**src/adc_ctrl_defines.svh**
```systemverilog
// Register offsets, field positions, reset values and timing counts for the converter control
`ifndef ADC_CTRL_DEFINES_SVH
`define ADC_CTRL_DEFINES_SVH

// ****************************************
// Register offsets
// ****************************************
`define OFS_MISC 3'h0
`define OFS_MUX 3'h1
`define OFS_CSA 3'h2
`define OFS_CSB 3'h3
`define OFS_RES_LO 3'h4
`define OFS_RES_HI 3'h5

// ****************************************
// Field positions
// ****************************************
`define MISC_SRC_BIT 0
`define MISC_XREF_BIT 1
`define MISC_REFOUT_BIT 2
`define MISC_MASK 8'h07
`define MUX_CH_LSB 0
`define MUX_LAR_BIT 5
`define MUX_REF_LSB 6
`define CSA_PS_LSB 0
`define CSA_IF_BIT 4
`define CSA_ATE_BIT 5
`define CSA_SC_BIT 6
`define CSA_EN_BIT 7
`define CSB_TS_LSB 0
`define CSB_MASK 8'h07

// ****************************************
// Reset values and timing
// ****************************************
`define RESET_BYTE 8'h00
`define CONV_NORMAL 5'd13
`define CONV_FIRST 5'd25
`define TRIG_FREE 3'h0

`endif

```
**src/adc_ctrl_pkg.sv**
```systemverilog
// Types shared by the converter control logic
package adc_ctrl_pkg;
    typedef enum logic [1:0] {IDLE, WAIT_EDGE, CONVERT} conv_state_e;
    typedef logic [7:0] byte_t;
endpackage : adc_ctrl_pkg

```
**src/sar_adc_control.sv**
```systemverilog
// Converter control: registers, start and trigger logic, result lock
`timescale 1ns/1ps
`include "adc_ctrl_defines.svh"

module sar_adc_control #(
    parameter int TRIG_W = 8
) (
    input wire logic clk,
    input wire logic resetn,
    input wire logic ce,
    input wire logic [2:0] addr,
    input wire adc_ctrl_pkg::byte_t wdata,
    input wire logic wr,
    input wire logic rd,
    output adc_ctrl_pkg::byte_t rdata,
    input wire logic [TRIG_W-1:0] trigger_sources,
    input wire logic [9:0] sar_result,
    output logic internal_current_source,
    output logic reference_output_enable,
    output logic external_reference_enable,
    output logic [1:0] reference_select,
    output logic [4:0] channel_select,
    output logic analog_enable,
    output logic sar_sample,
    output logic conversion_done
);
    import adc_ctrl_pkg::*;

    // ****************************************
    // Register state
    // ****************************************
    byte_t misc_r;
    logic [4:0] ch_tmp_r;
    logic lar_r;
    logic [1:0] ref_tmp_r;
    logic en_r;
    logic sc_r;
    logic ate_r;
    logic if_r;
    logic [2:0] ps_r;
    logic [2:0] ts_r;
    logic [9:0] result_r;
    logic lock_r;
    logic first_r;
    conv_state_e state_r;
    logic [6:0] pre_r;
    logic [4:0] cyc_r;
    logic [TRIG_W-1:0] trig_s1_r;
    logic [TRIG_W-1:0] trig_s2_r;
    logic trig_prev_r;
    logic [4:0] ch_act_r;
    logic [1:0] ref_act_r;

    logic wr_misc;
    logic wr_mux;
    logic wr_csa;
    logic wr_csb;
    logic rd_lo;
    logic rd_hi;
    logic trig_level;
    logic trig_edge;
    logic adc_tick;
    logic done;
    logic start_req;
    logic busy;
    logic free_run;

    // Divider ratio from prescaler select, 2 to 128
    function automatic logic [6:0] ps_mask(input logic [2:0] ps);
        logic [6:0] m;
        m = 7'h01;
        if (ps != 3'h0)
        begin
            m = 7'(({7'h0, 1'b1} << ps) - 8'h01);
        end
        return m;
    endfunction : ps_mask

    // Place the ten-bit result in one byte lane
    function automatic byte_t result_byte(input logic [9:0] r, input logic lar,
                                          input logic hi);
        logic [15:0] w;
        w = lar ? {r, 6'h00} : {6'h00, r};
        return hi ? w[15:8] : w[7:0];
    endfunction : result_byte

    // ****************************************
    // Bus decode
    // ****************************************
    assign wr_misc = wr && (addr == `OFS_MISC);
    assign wr_mux = wr && (addr == `OFS_MUX);
    assign wr_csa = wr && (addr == `OFS_CSA);
    assign wr_csb = wr && (addr == `OFS_CSB);
    assign rd_lo = rd && (addr == `OFS_RES_LO);
    assign rd_hi = rd && (addr == `OFS_RES_HI);
    assign busy = (state_r != IDLE);

    always_ff @(posedge clk)
    begin
        if (!resetn)
            misc_r <= `RESET_BYTE;
        else if (ce && wr_misc)
            misc_r <= wdata & `MISC_MASK;
    end

    // Temporary channel, reference and justify settings
    always_ff @(posedge clk)
    begin
        if (!resetn)
        begin
            ch_tmp_r <= 5'h00;
            lar_r <= 1'b0;
            ref_tmp_r <= 2'h0;
        end
        else if (ce && wr_mux)
        begin
            ch_tmp_r <= wdata[`MUX_CH_LSB +: 5];
            lar_r <= wdata[`MUX_LAR_BIT];
            ref_tmp_r <= wdata[`MUX_REF_LSB +: 2];
        end
    end

    // Control register A fields other than start and flag
    always_ff @(posedge clk)
    begin
        if (!resetn)
        begin
            en_r <= 1'b0;
            ate_r <= 1'b0;
            ps_r <= 3'h0;
        end
        else if (ce && wr_csa)
        begin
            en_r <= wdata[`CSA_EN_BIT];
            ate_r <= wdata[`CSA_ATE_BIT];
            ps_r <= wdata[`CSA_PS_LSB +: 3];
        end
    end

    // Trigger source select
    always_ff @(posedge clk)
    begin
        if (!resetn)
            ts_r <= 3'h0;
        else if (ce && wr_csb)
            ts_r <= wdata[`CSB_TS_LSB +: 3];
    end

    // ****************************************
    // Trigger path
    // ****************************************
    // External trigger flags pass two flip-flops
    always_ff @(posedge clk)
    begin
        if (!resetn)
        begin
            trig_s1_r <= '0;
            trig_s2_r <= '0;
        end
        else if (ce)
        begin
            trig_s1_r <= trigger_sources;
            trig_s2_r <= trig_s1_r;
        end
    end

    // Own complete flag as source: free run, first start by software
    assign free_run = ate_r && (ts_r == `TRIG_FREE);
    assign trig_level = trig_s2_r[ts_r];
    // Flag must fall before next edge counts
    assign trig_edge = ate_r && en_r && !free_run && trig_level && !trig_prev_r;

    always_ff @(posedge clk)
    begin
        if (!resetn)
            trig_prev_r <= 1'b0;
        else if (ce)
            trig_prev_r <= trig_level;
    end

    // ****************************************
    // Prescaler and conversion sequencer
    // ****************************************
    // Prescaler cleared while disabled
    always_ff @(posedge clk)
    begin
        if (!resetn)
            pre_r <= 7'h00;
        else if (ce)
        begin
            if (!en_r || (trig_edge && !busy))
                pre_r <= 7'h00;
            else
                pre_r <= 7'(pre_r + 7'h01);
        end
    end

    assign adc_tick = en_r && ((pre_r & ps_mask(ps_r)) == ps_mask(ps_r));
    assign done = (state_r == CONVERT) && adc_tick &&
                  (cyc_r == (first_r ? `CONV_FIRST : `CONV_NORMAL) - 5'd1);
    // Software start works in any mode
    assign start_req = ce && wr_csa && wdata[`CSA_SC_BIT] && wdata[`CSA_EN_BIT];

    // Software start waits for next converter edge; trigger edge starts at once
    always_ff @(posedge clk)
    begin
        if (!resetn)
        begin
            state_r <= IDLE;
            cyc_r <= 5'h00;
        end
        else if (ce)
        begin
            if (!en_r && !start_req)
            begin
                state_r <= IDLE;
                cyc_r <= 5'h00;
            end
            else
            begin
                unique case (state_r)
                    IDLE:
                    begin
                        if (trig_edge)
                            state_r <= CONVERT;
                        else if (start_req)
                            state_r <= WAIT_EDGE;
                    end
                    WAIT_EDGE:
                    begin
                        if (adc_tick)
                            state_r <= CONVERT;
                    end
                    CONVERT:
                    begin
                        if (done)
                        begin
                            cyc_r <= 5'h00;
                            if (!free_run)
                                state_r <= IDLE;
                        end
                        else if (adc_tick)
                            cyc_r <= 5'(cyc_r + 5'd1);
                    end
                endcase
            end
        end
    end

    // First conversion after enable is long
    always_ff @(posedge clk)
    begin
        if (!resetn)
            first_r <= 1'b1;
        else if (ce)
        begin
            if (!en_r)
                first_r <= 1'b1;
            else if (done)
                first_r <= 1'b0;
        end
    end

    // Start bit stays high until a completion outside free run, or until disabled
    always_ff @(posedge clk)
    begin
        if (!resetn)
            sc_r <= 1'b0;
        else if (ce)
        begin
            if (done && !free_run)
                sc_r <= 1'b0;
            else if (start_req || trig_edge)
                sc_r <= 1'b1;
            else if (!en_r)
                sc_r <= 1'b0;
        end
    end

    // Flag set at every completion; set wins over clear
    always_ff @(posedge clk)
    begin
        if (!resetn)
            if_r <= 1'b0;
        else if (ce)
        begin
            if (done)
                if_r <= 1'b1;
            else if (wr_csa && wdata[`CSA_IF_BIT])
                if_r <= 1'b0;
        end
    end

    always_ff @(posedge clk)
    begin
        if (!resetn)
        begin
            ch_act_r <= 5'h00;
            ref_act_r <= 2'h0;
        end
        else if (ce && en_r && (state_r != CONVERT || done))
        begin
            ch_act_r <= ch_tmp_r;
            ref_act_r <= ref_tmp_r;
        end
    end

    // ****************************************
    // Result registers and lock
    // ****************************************
    // Low byte read blocks updates
    always_ff @(posedge clk)
    begin
        if (!resetn)
            lock_r <= 1'b0;
        else if (ce)
        begin
            if (rd_hi)
                lock_r <= 1'b0;
            else if (rd_lo)
                lock_r <= 1'b1;
        end
    end

    always_ff @(posedge clk)
    begin
        if (!resetn)
            result_r <= 10'h000;
        else if (ce && done && !lock_r && !rd_lo)
            result_r <= sar_result;
    end

    // Justified read data one cycle later
    always_ff @(posedge clk)
    begin
        if (!resetn)
            rdata <= `RESET_BYTE;
        else if (ce)
        begin
            rdata <= `RESET_BYTE;
            if (rd)
            begin
                case (addr)
                    `OFS_MISC: rdata <= misc_r;
                    `OFS_MUX: rdata <= {ref_tmp_r, lar_r, ch_tmp_r};
                    `OFS_CSA: rdata <= {en_r, sc_r, ate_r, if_r, 1'b0, ps_r};
                    `OFS_CSB: rdata <= {5'h00, ts_r};
                    `OFS_RES_LO: rdata <= result_byte(result_r, lar_r, 1'b0);
                    `OFS_RES_HI: rdata <= result_byte(result_r, lar_r, 1'b1);
                    default: rdata <= `RESET_BYTE;
                endcase
            end
        end
    end

    // ****************************************
    // Analog side controls
    // ****************************************
    // Completion pulse one cycle after done; start bit cleared with it only outside free run
    always_ff @(posedge clk)
    begin
        if (!resetn)
            conversion_done <= 1'b0;
        else if (ce)
            conversion_done <= done;
        else
            conversion_done <= 1'b0;
    end

    // Sample pulse at conversion start
    always_ff @(posedge clk)
    begin
        if (!resetn)
            sar_sample <= 1'b0;
        else if (ce)
            sar_sample <= en_r && ((done && free_run) || ((state_r != CONVERT) &&
                          (trig_edge || (state_r == WAIT_EDGE && adc_tick))));
        else
            sar_sample <= 1'b0;
    end

    // Codes passed to the analog mux and gain stage
    assign channel_select = ch_act_r;
    assign reference_select = ref_act_r;
    assign analog_enable = en_r;
    // Current source follows its enable bit
    assign internal_current_source = misc_r[`MISC_SRC_BIT];
    assign reference_output_enable = misc_r[`MISC_REFOUT_BIT];
    assign external_reference_enable = misc_r[`MISC_XREF_BIT];

endmodule : sar_adc_control

```
**config.mk**
```make
export PLATFORM = sky130hd
export DESIGN_NAME = sar_adc_control
export DESIGN_NICKNAME = d
export VERILOG_FILES = /design/src/adc_ctrl_pkg.sv /design/src/sar_adc_control.sv
export VERILOG_INCLUDE_DIRS = /design/src /design/src/src
export SDC_FILE = /design/constraint.sdc
export NUM_CORES = 1
export LEC_CHECK = 0
export BUFFER_PORTS_ARGS = -buffer_cell sky130_fd_sc_hd__buf_4
export CORE_AREA = 2 2 96 98
export CTS_CLUSTER_DIAMETER = 50
export CTS_CLUSTER_SIZE = 30
export DETAILED_ROUTE_END_ITERATION = 6
export DIE_AREA = 0 0 98 100
export PLACE_DENSITY = 0.74
export SKIP_LAST_GASP = 1
export SYNTH_ARGS = -nofsm -noshare
export SYNTH_HDL_FRONTEND = slang
export SYNTH_SLANG_ARGS = --single-unit
```
**constraint.sdc**
```tcl
create_clock -name clk -period 4.9 [get_ports clk]
set_input_delay 0.98 -clock clk [delete_from_list [all_inputs] [get_ports clk]]
set_output_delay 0.98 -clock clk [all_outputs]
set_load 0.005 [all_outputs]
```
==> impl_metrics.py <==
metrics = {
    "outcome": {
        "status": "complete, no violations",
    },
    "setup_path": {
        "cp_max_fo": 39,
        "endpoint_kind": "flop",
        "critPathBufInv": 2,
        "slowest_delay_ns": 0.47,
        "critPathRequiredTime_ns": 5.18,
        "crit_chain": "buf_4 -> nand3b_1 -> nor3b_1 -> buf_4 -> a31oi_1 -> a21oi_1 -> o21ai_0 -> a21oi_1",
        "rr_worst_depth": 6,
        "reg2reg_from": "ts_r[2]",
        "start_kind": "primary input",
        "r2r-end": "state_r[0]",
        "criticalPathCategory": "primary input to flop",
        "crit_arrival_ns": 3.09,
        "critPathSlowestCell": "a21oi_1",
        "reg2reg_slack_ns": 2.67,
        "crit_family": "compound AO/OA/AOI/OAI gates",
    },
    "layout": {
        "final_nets": 515,
        "area_growth_pct": 16.9,
        "drive_gt1_frac": 0.167,
        "multi_input_area_sq_mm": 0.00202,
        "n_fill_cell": 845,
        "antennaDiodeCount": 0,
        "seqCellArea_sq_mm": 0.00162,
        "finalInstanceArea_sq_mm": 0.00445,
    },
    "clock_network": {
        "cts-htree-levels": 3,
        "cts_hold_buf": 0,
        "root_buffer": "clkbuf_8",
        "cts_tree": "yes",
        "clkTransAtPathRegs_ns": 0.08,
        "numCtsBuffers": 9,
        "cts_sinks": 81,
        "clockBufferDepth": 2,
        "cts-resized-gates": 0,
        "post-cts-setup-buffer-count": 0,
        "clock_latency_ns": 0.35,
    },
    "logic_synthesis": {
        "synth_top_family_by_area": "simple AND/OR/NAND/NOR gates",
        "ys_ff_latch": 81,
        "synth.avg_cell_area_sq_um": 8.70,
        "synth_top_area_share": 0.425,
        "ys_warn_count": 0,
        "netlist_area_sq_mm": 0.00381,
        "synth_compound_area_frac": 0.143,
        "async_flop_share": 0,
        "synth-xor-area-share": 0.0138,
        "synth-edff-count": 0,
        "ys_types": 51,
        "synthCells": 438,
        "synth.largest_area_cell": "dfxtp_1",
        "synthMuxAreaShare": 0.149,
        "synth.area.top_cells": "dfxtp_1 (43%), mux2i_1 (13%), nor2_1 (6.8%)",
        "syn_nets": 478,
        "synthAdderAreaFrac": 0.0197,
        "yosys.area_share.simple": 0.203,
        "ys_seq_area_frac": 0.425,
        "synth_flop_cell": "dfxtp_1",
    },
    "floorplanning": {
        "dieArea_sq_mm": 0.00980,
        "core_sq_mm": 0.00889,
        "dieHeight_microns": 100,
        "rows": 35,
        "num_io_pins": 55,
        "start_util": 0.429,
        "die_w_microns": 98,
    },
    "run": {
        "maxCapViolCount": 0,
    },
    "sta": {
        "setup_viol_count_final": 0,
        "slew_headroom": 0.364,
        "fin_crit_ns": 2.81,
        "maxSlewViolCount": 0,
        "tightest_slew_ns": 0.951,
        "fmax_mhz": 355,
        "fin_skew_ns": 0.00794,
        "finalHoldViolations": 0,
        "fin_setup_tns_ns": 0,
        "rsz0062_at_grt": "no",
        "fin_crit_sh": 0.574,
    },
    "global_routing": {
        "grt_pass1_vias": 3032,
        "grt_max_degree": 66,
        "grt-ovfl-total": 0,
        "grt_pass1_wl_microns": 14600,
        "grt_usage": 0.185,
        "antenna_found_initial": 0,
    },
    "detailed_routing": {
        "drc": 0,
        "wl_microns": 8860,
        "vias_per_cell": 5.55,
        "wl_per_cell_microns": 15.0,
        "dr.first_iter.drc_count": 232,
        "drt_pass1_iterations": 4,
        "ant_nets": 0,
        "num_vias": 3276,
    },
    "min_path": {
        "hold_class": "flop to flop",
        "min_from": "trig_prev_r",
        "holdPathStages": 2,
        "holdPathEnd": "trig_prev_r",
    },
    "power_and_ir_drop": {
        "vdd_drop_max_mv": 0.229,
        "leakagePower_uw": 0.00166,
        "power.internal_uw": 990,
        "clkPwrFrac": 0.404,
        "power_frac_seq": 0.527,
        "switching_power_uw": 291,
        "netSwitchingFraction": 0.227,
        "combPwrFrac": 0.068,
        "power.density_mw_per_mm2": 288,
    },
    "placement": {
        "place_hpwl_microns": 6410,
        "place_area_sq_mm": 0.00425,
        "finalWeightedCongestion": 0.911,
        "io_buffers": 54,
    },
}
cells in the final DEF (no fill, tap or decap), drive strengths merged, types with 4 or more instances in the layout:
master   n
o21ai   20
nor2b    8
nand3b   5
nand4    8
and2     4
nand3   17
nand2   24
clkinv   4
nor2    69
ha       6
mux2i   51
a21oi   36
inv      8
buf     57
dfxtp   81
nor3     5
o22ai    4
nand2b   7
clkbuf  10
a31oi    7
or3      7
area by class of cell:
cell class	instances	area share
clock buffers	10	0.0287
clock inverters	5	0.0183
inverters	10	0.00843
multi-input cells	316	0.453
flip-flops and latches	81	0.364
well taps	111	0.0312
repair buffers	57	0.0961
state kept, by name (all words and copies together), names as in the netlist, 2 cells and up:
register and count:
ch_tmp_r 5, channel_select 5, cyc_r 5, misc_r 3, pre_r 7, ps_r 3, rdata 8, ref_tmp_r 2
reference_select 2, result_r 10, state_r 2, trig_s1_r 8, trig_s2_r 8, ts_r 3
how the worst max path moves through the flow:
| stage | startpoint | endpoint | slack (ns) | depth (start not counted) |
|---|---|---|---|---|
| floorplan | addr[2] | cyc_r[2] | 2.51 | 7 |
| global placement | ce | cyc_r[3] | 1.96 | 8 |
| detailed placement | ce | cyc_r[3] | 1.77 | 8 |
| CTS | ce | cyc_r[3] | 2.14 | 8 |
| global route | ce | cyc_r[3] | 1.85 | 8 |
| finish | ce | cyc_r[3] | 2.09 | 8 |
stage by stage:
stage / util / cells / hold WS (ns) / power (uW) / setup slack, ns
4_1_cts: 0.501 / 590 / 0.467 / 1290 / 2.14
6_report: 0.501 / 590 / 0.471 / 1280 / 2.09
3_5_place_dp: 0.478 / 575 / 0.457 / 778 / 1.77
5_1_grt: 0.501 / 590 / 0.487 / 1330 / 1.85
2_1_floorplan: - / 438 / 0.437 / 742 / 2.51
3_3_place_gp: 0.478 / 575 / 0.448 / 776 / 1.96
kinds of logic (layout without fill, tap and decap cells):
group / Yosys count / count (layout)
AO/OA/AOI/OAI: 88 / 88
adder cells (fa/ha/maj): 6 / 6
AND/OR/NAND/NOR: 161 / 161
XOR/XNOR: 6 / 6
flip-flops: 81 / 81
buffers and inverters: 41 / 82
multiplexers: 55 / 55
routing by layer:
metal / GRT usage / vias to the layer above / routed length [microns]
met5: 0 / - / 0
met4: 0.0513 / 0 / 84
met3: 0.0536 / 10 / 586
met2: 0.298 / 103 / 4130
met1: 0.243 / 1557 / 4060
li1: - / 1606 / -
power by group through the flow:
stage	registers, uW	logic (uW)	clock network (uW)
6_report	675	87.6	518
3_3_place_gp	690	85.3	0
2_1_floorplan	688	54.8	0
3_5_place_dp	691	87.1	0
4_1_cts	675	87.5	529
5_1_grt	677	96.7	553
tightest hold or removal path, stage by stage (launching register included):
cell and delay, ns:
dfxtp_1 0.31, nand2_1 0.06, a21oi_1 0.06
synthesized netlist by cell type (3+ instances only):
master,count
a31oi_1,7
nand3b_1,5
o21ai_0,18
mux2_2,3
nand3_1,16
nand4_1,7
inv_1,9
nand2_1,24
buf_1,5
mux2i_1,51
or3_1,7
and2_1,4
nor3b_1,3
a21oi_1,36
buf_2,6
o22ai_1,4
clkbuf_1,18
nor2_1,69
ha_1,6
dfxtp_1,81
nor3_1,5
nand2b_1,7
xor2_1,3
nor2b_1,8
xnor2_1,3
Power figures use the tool's default switching activity.
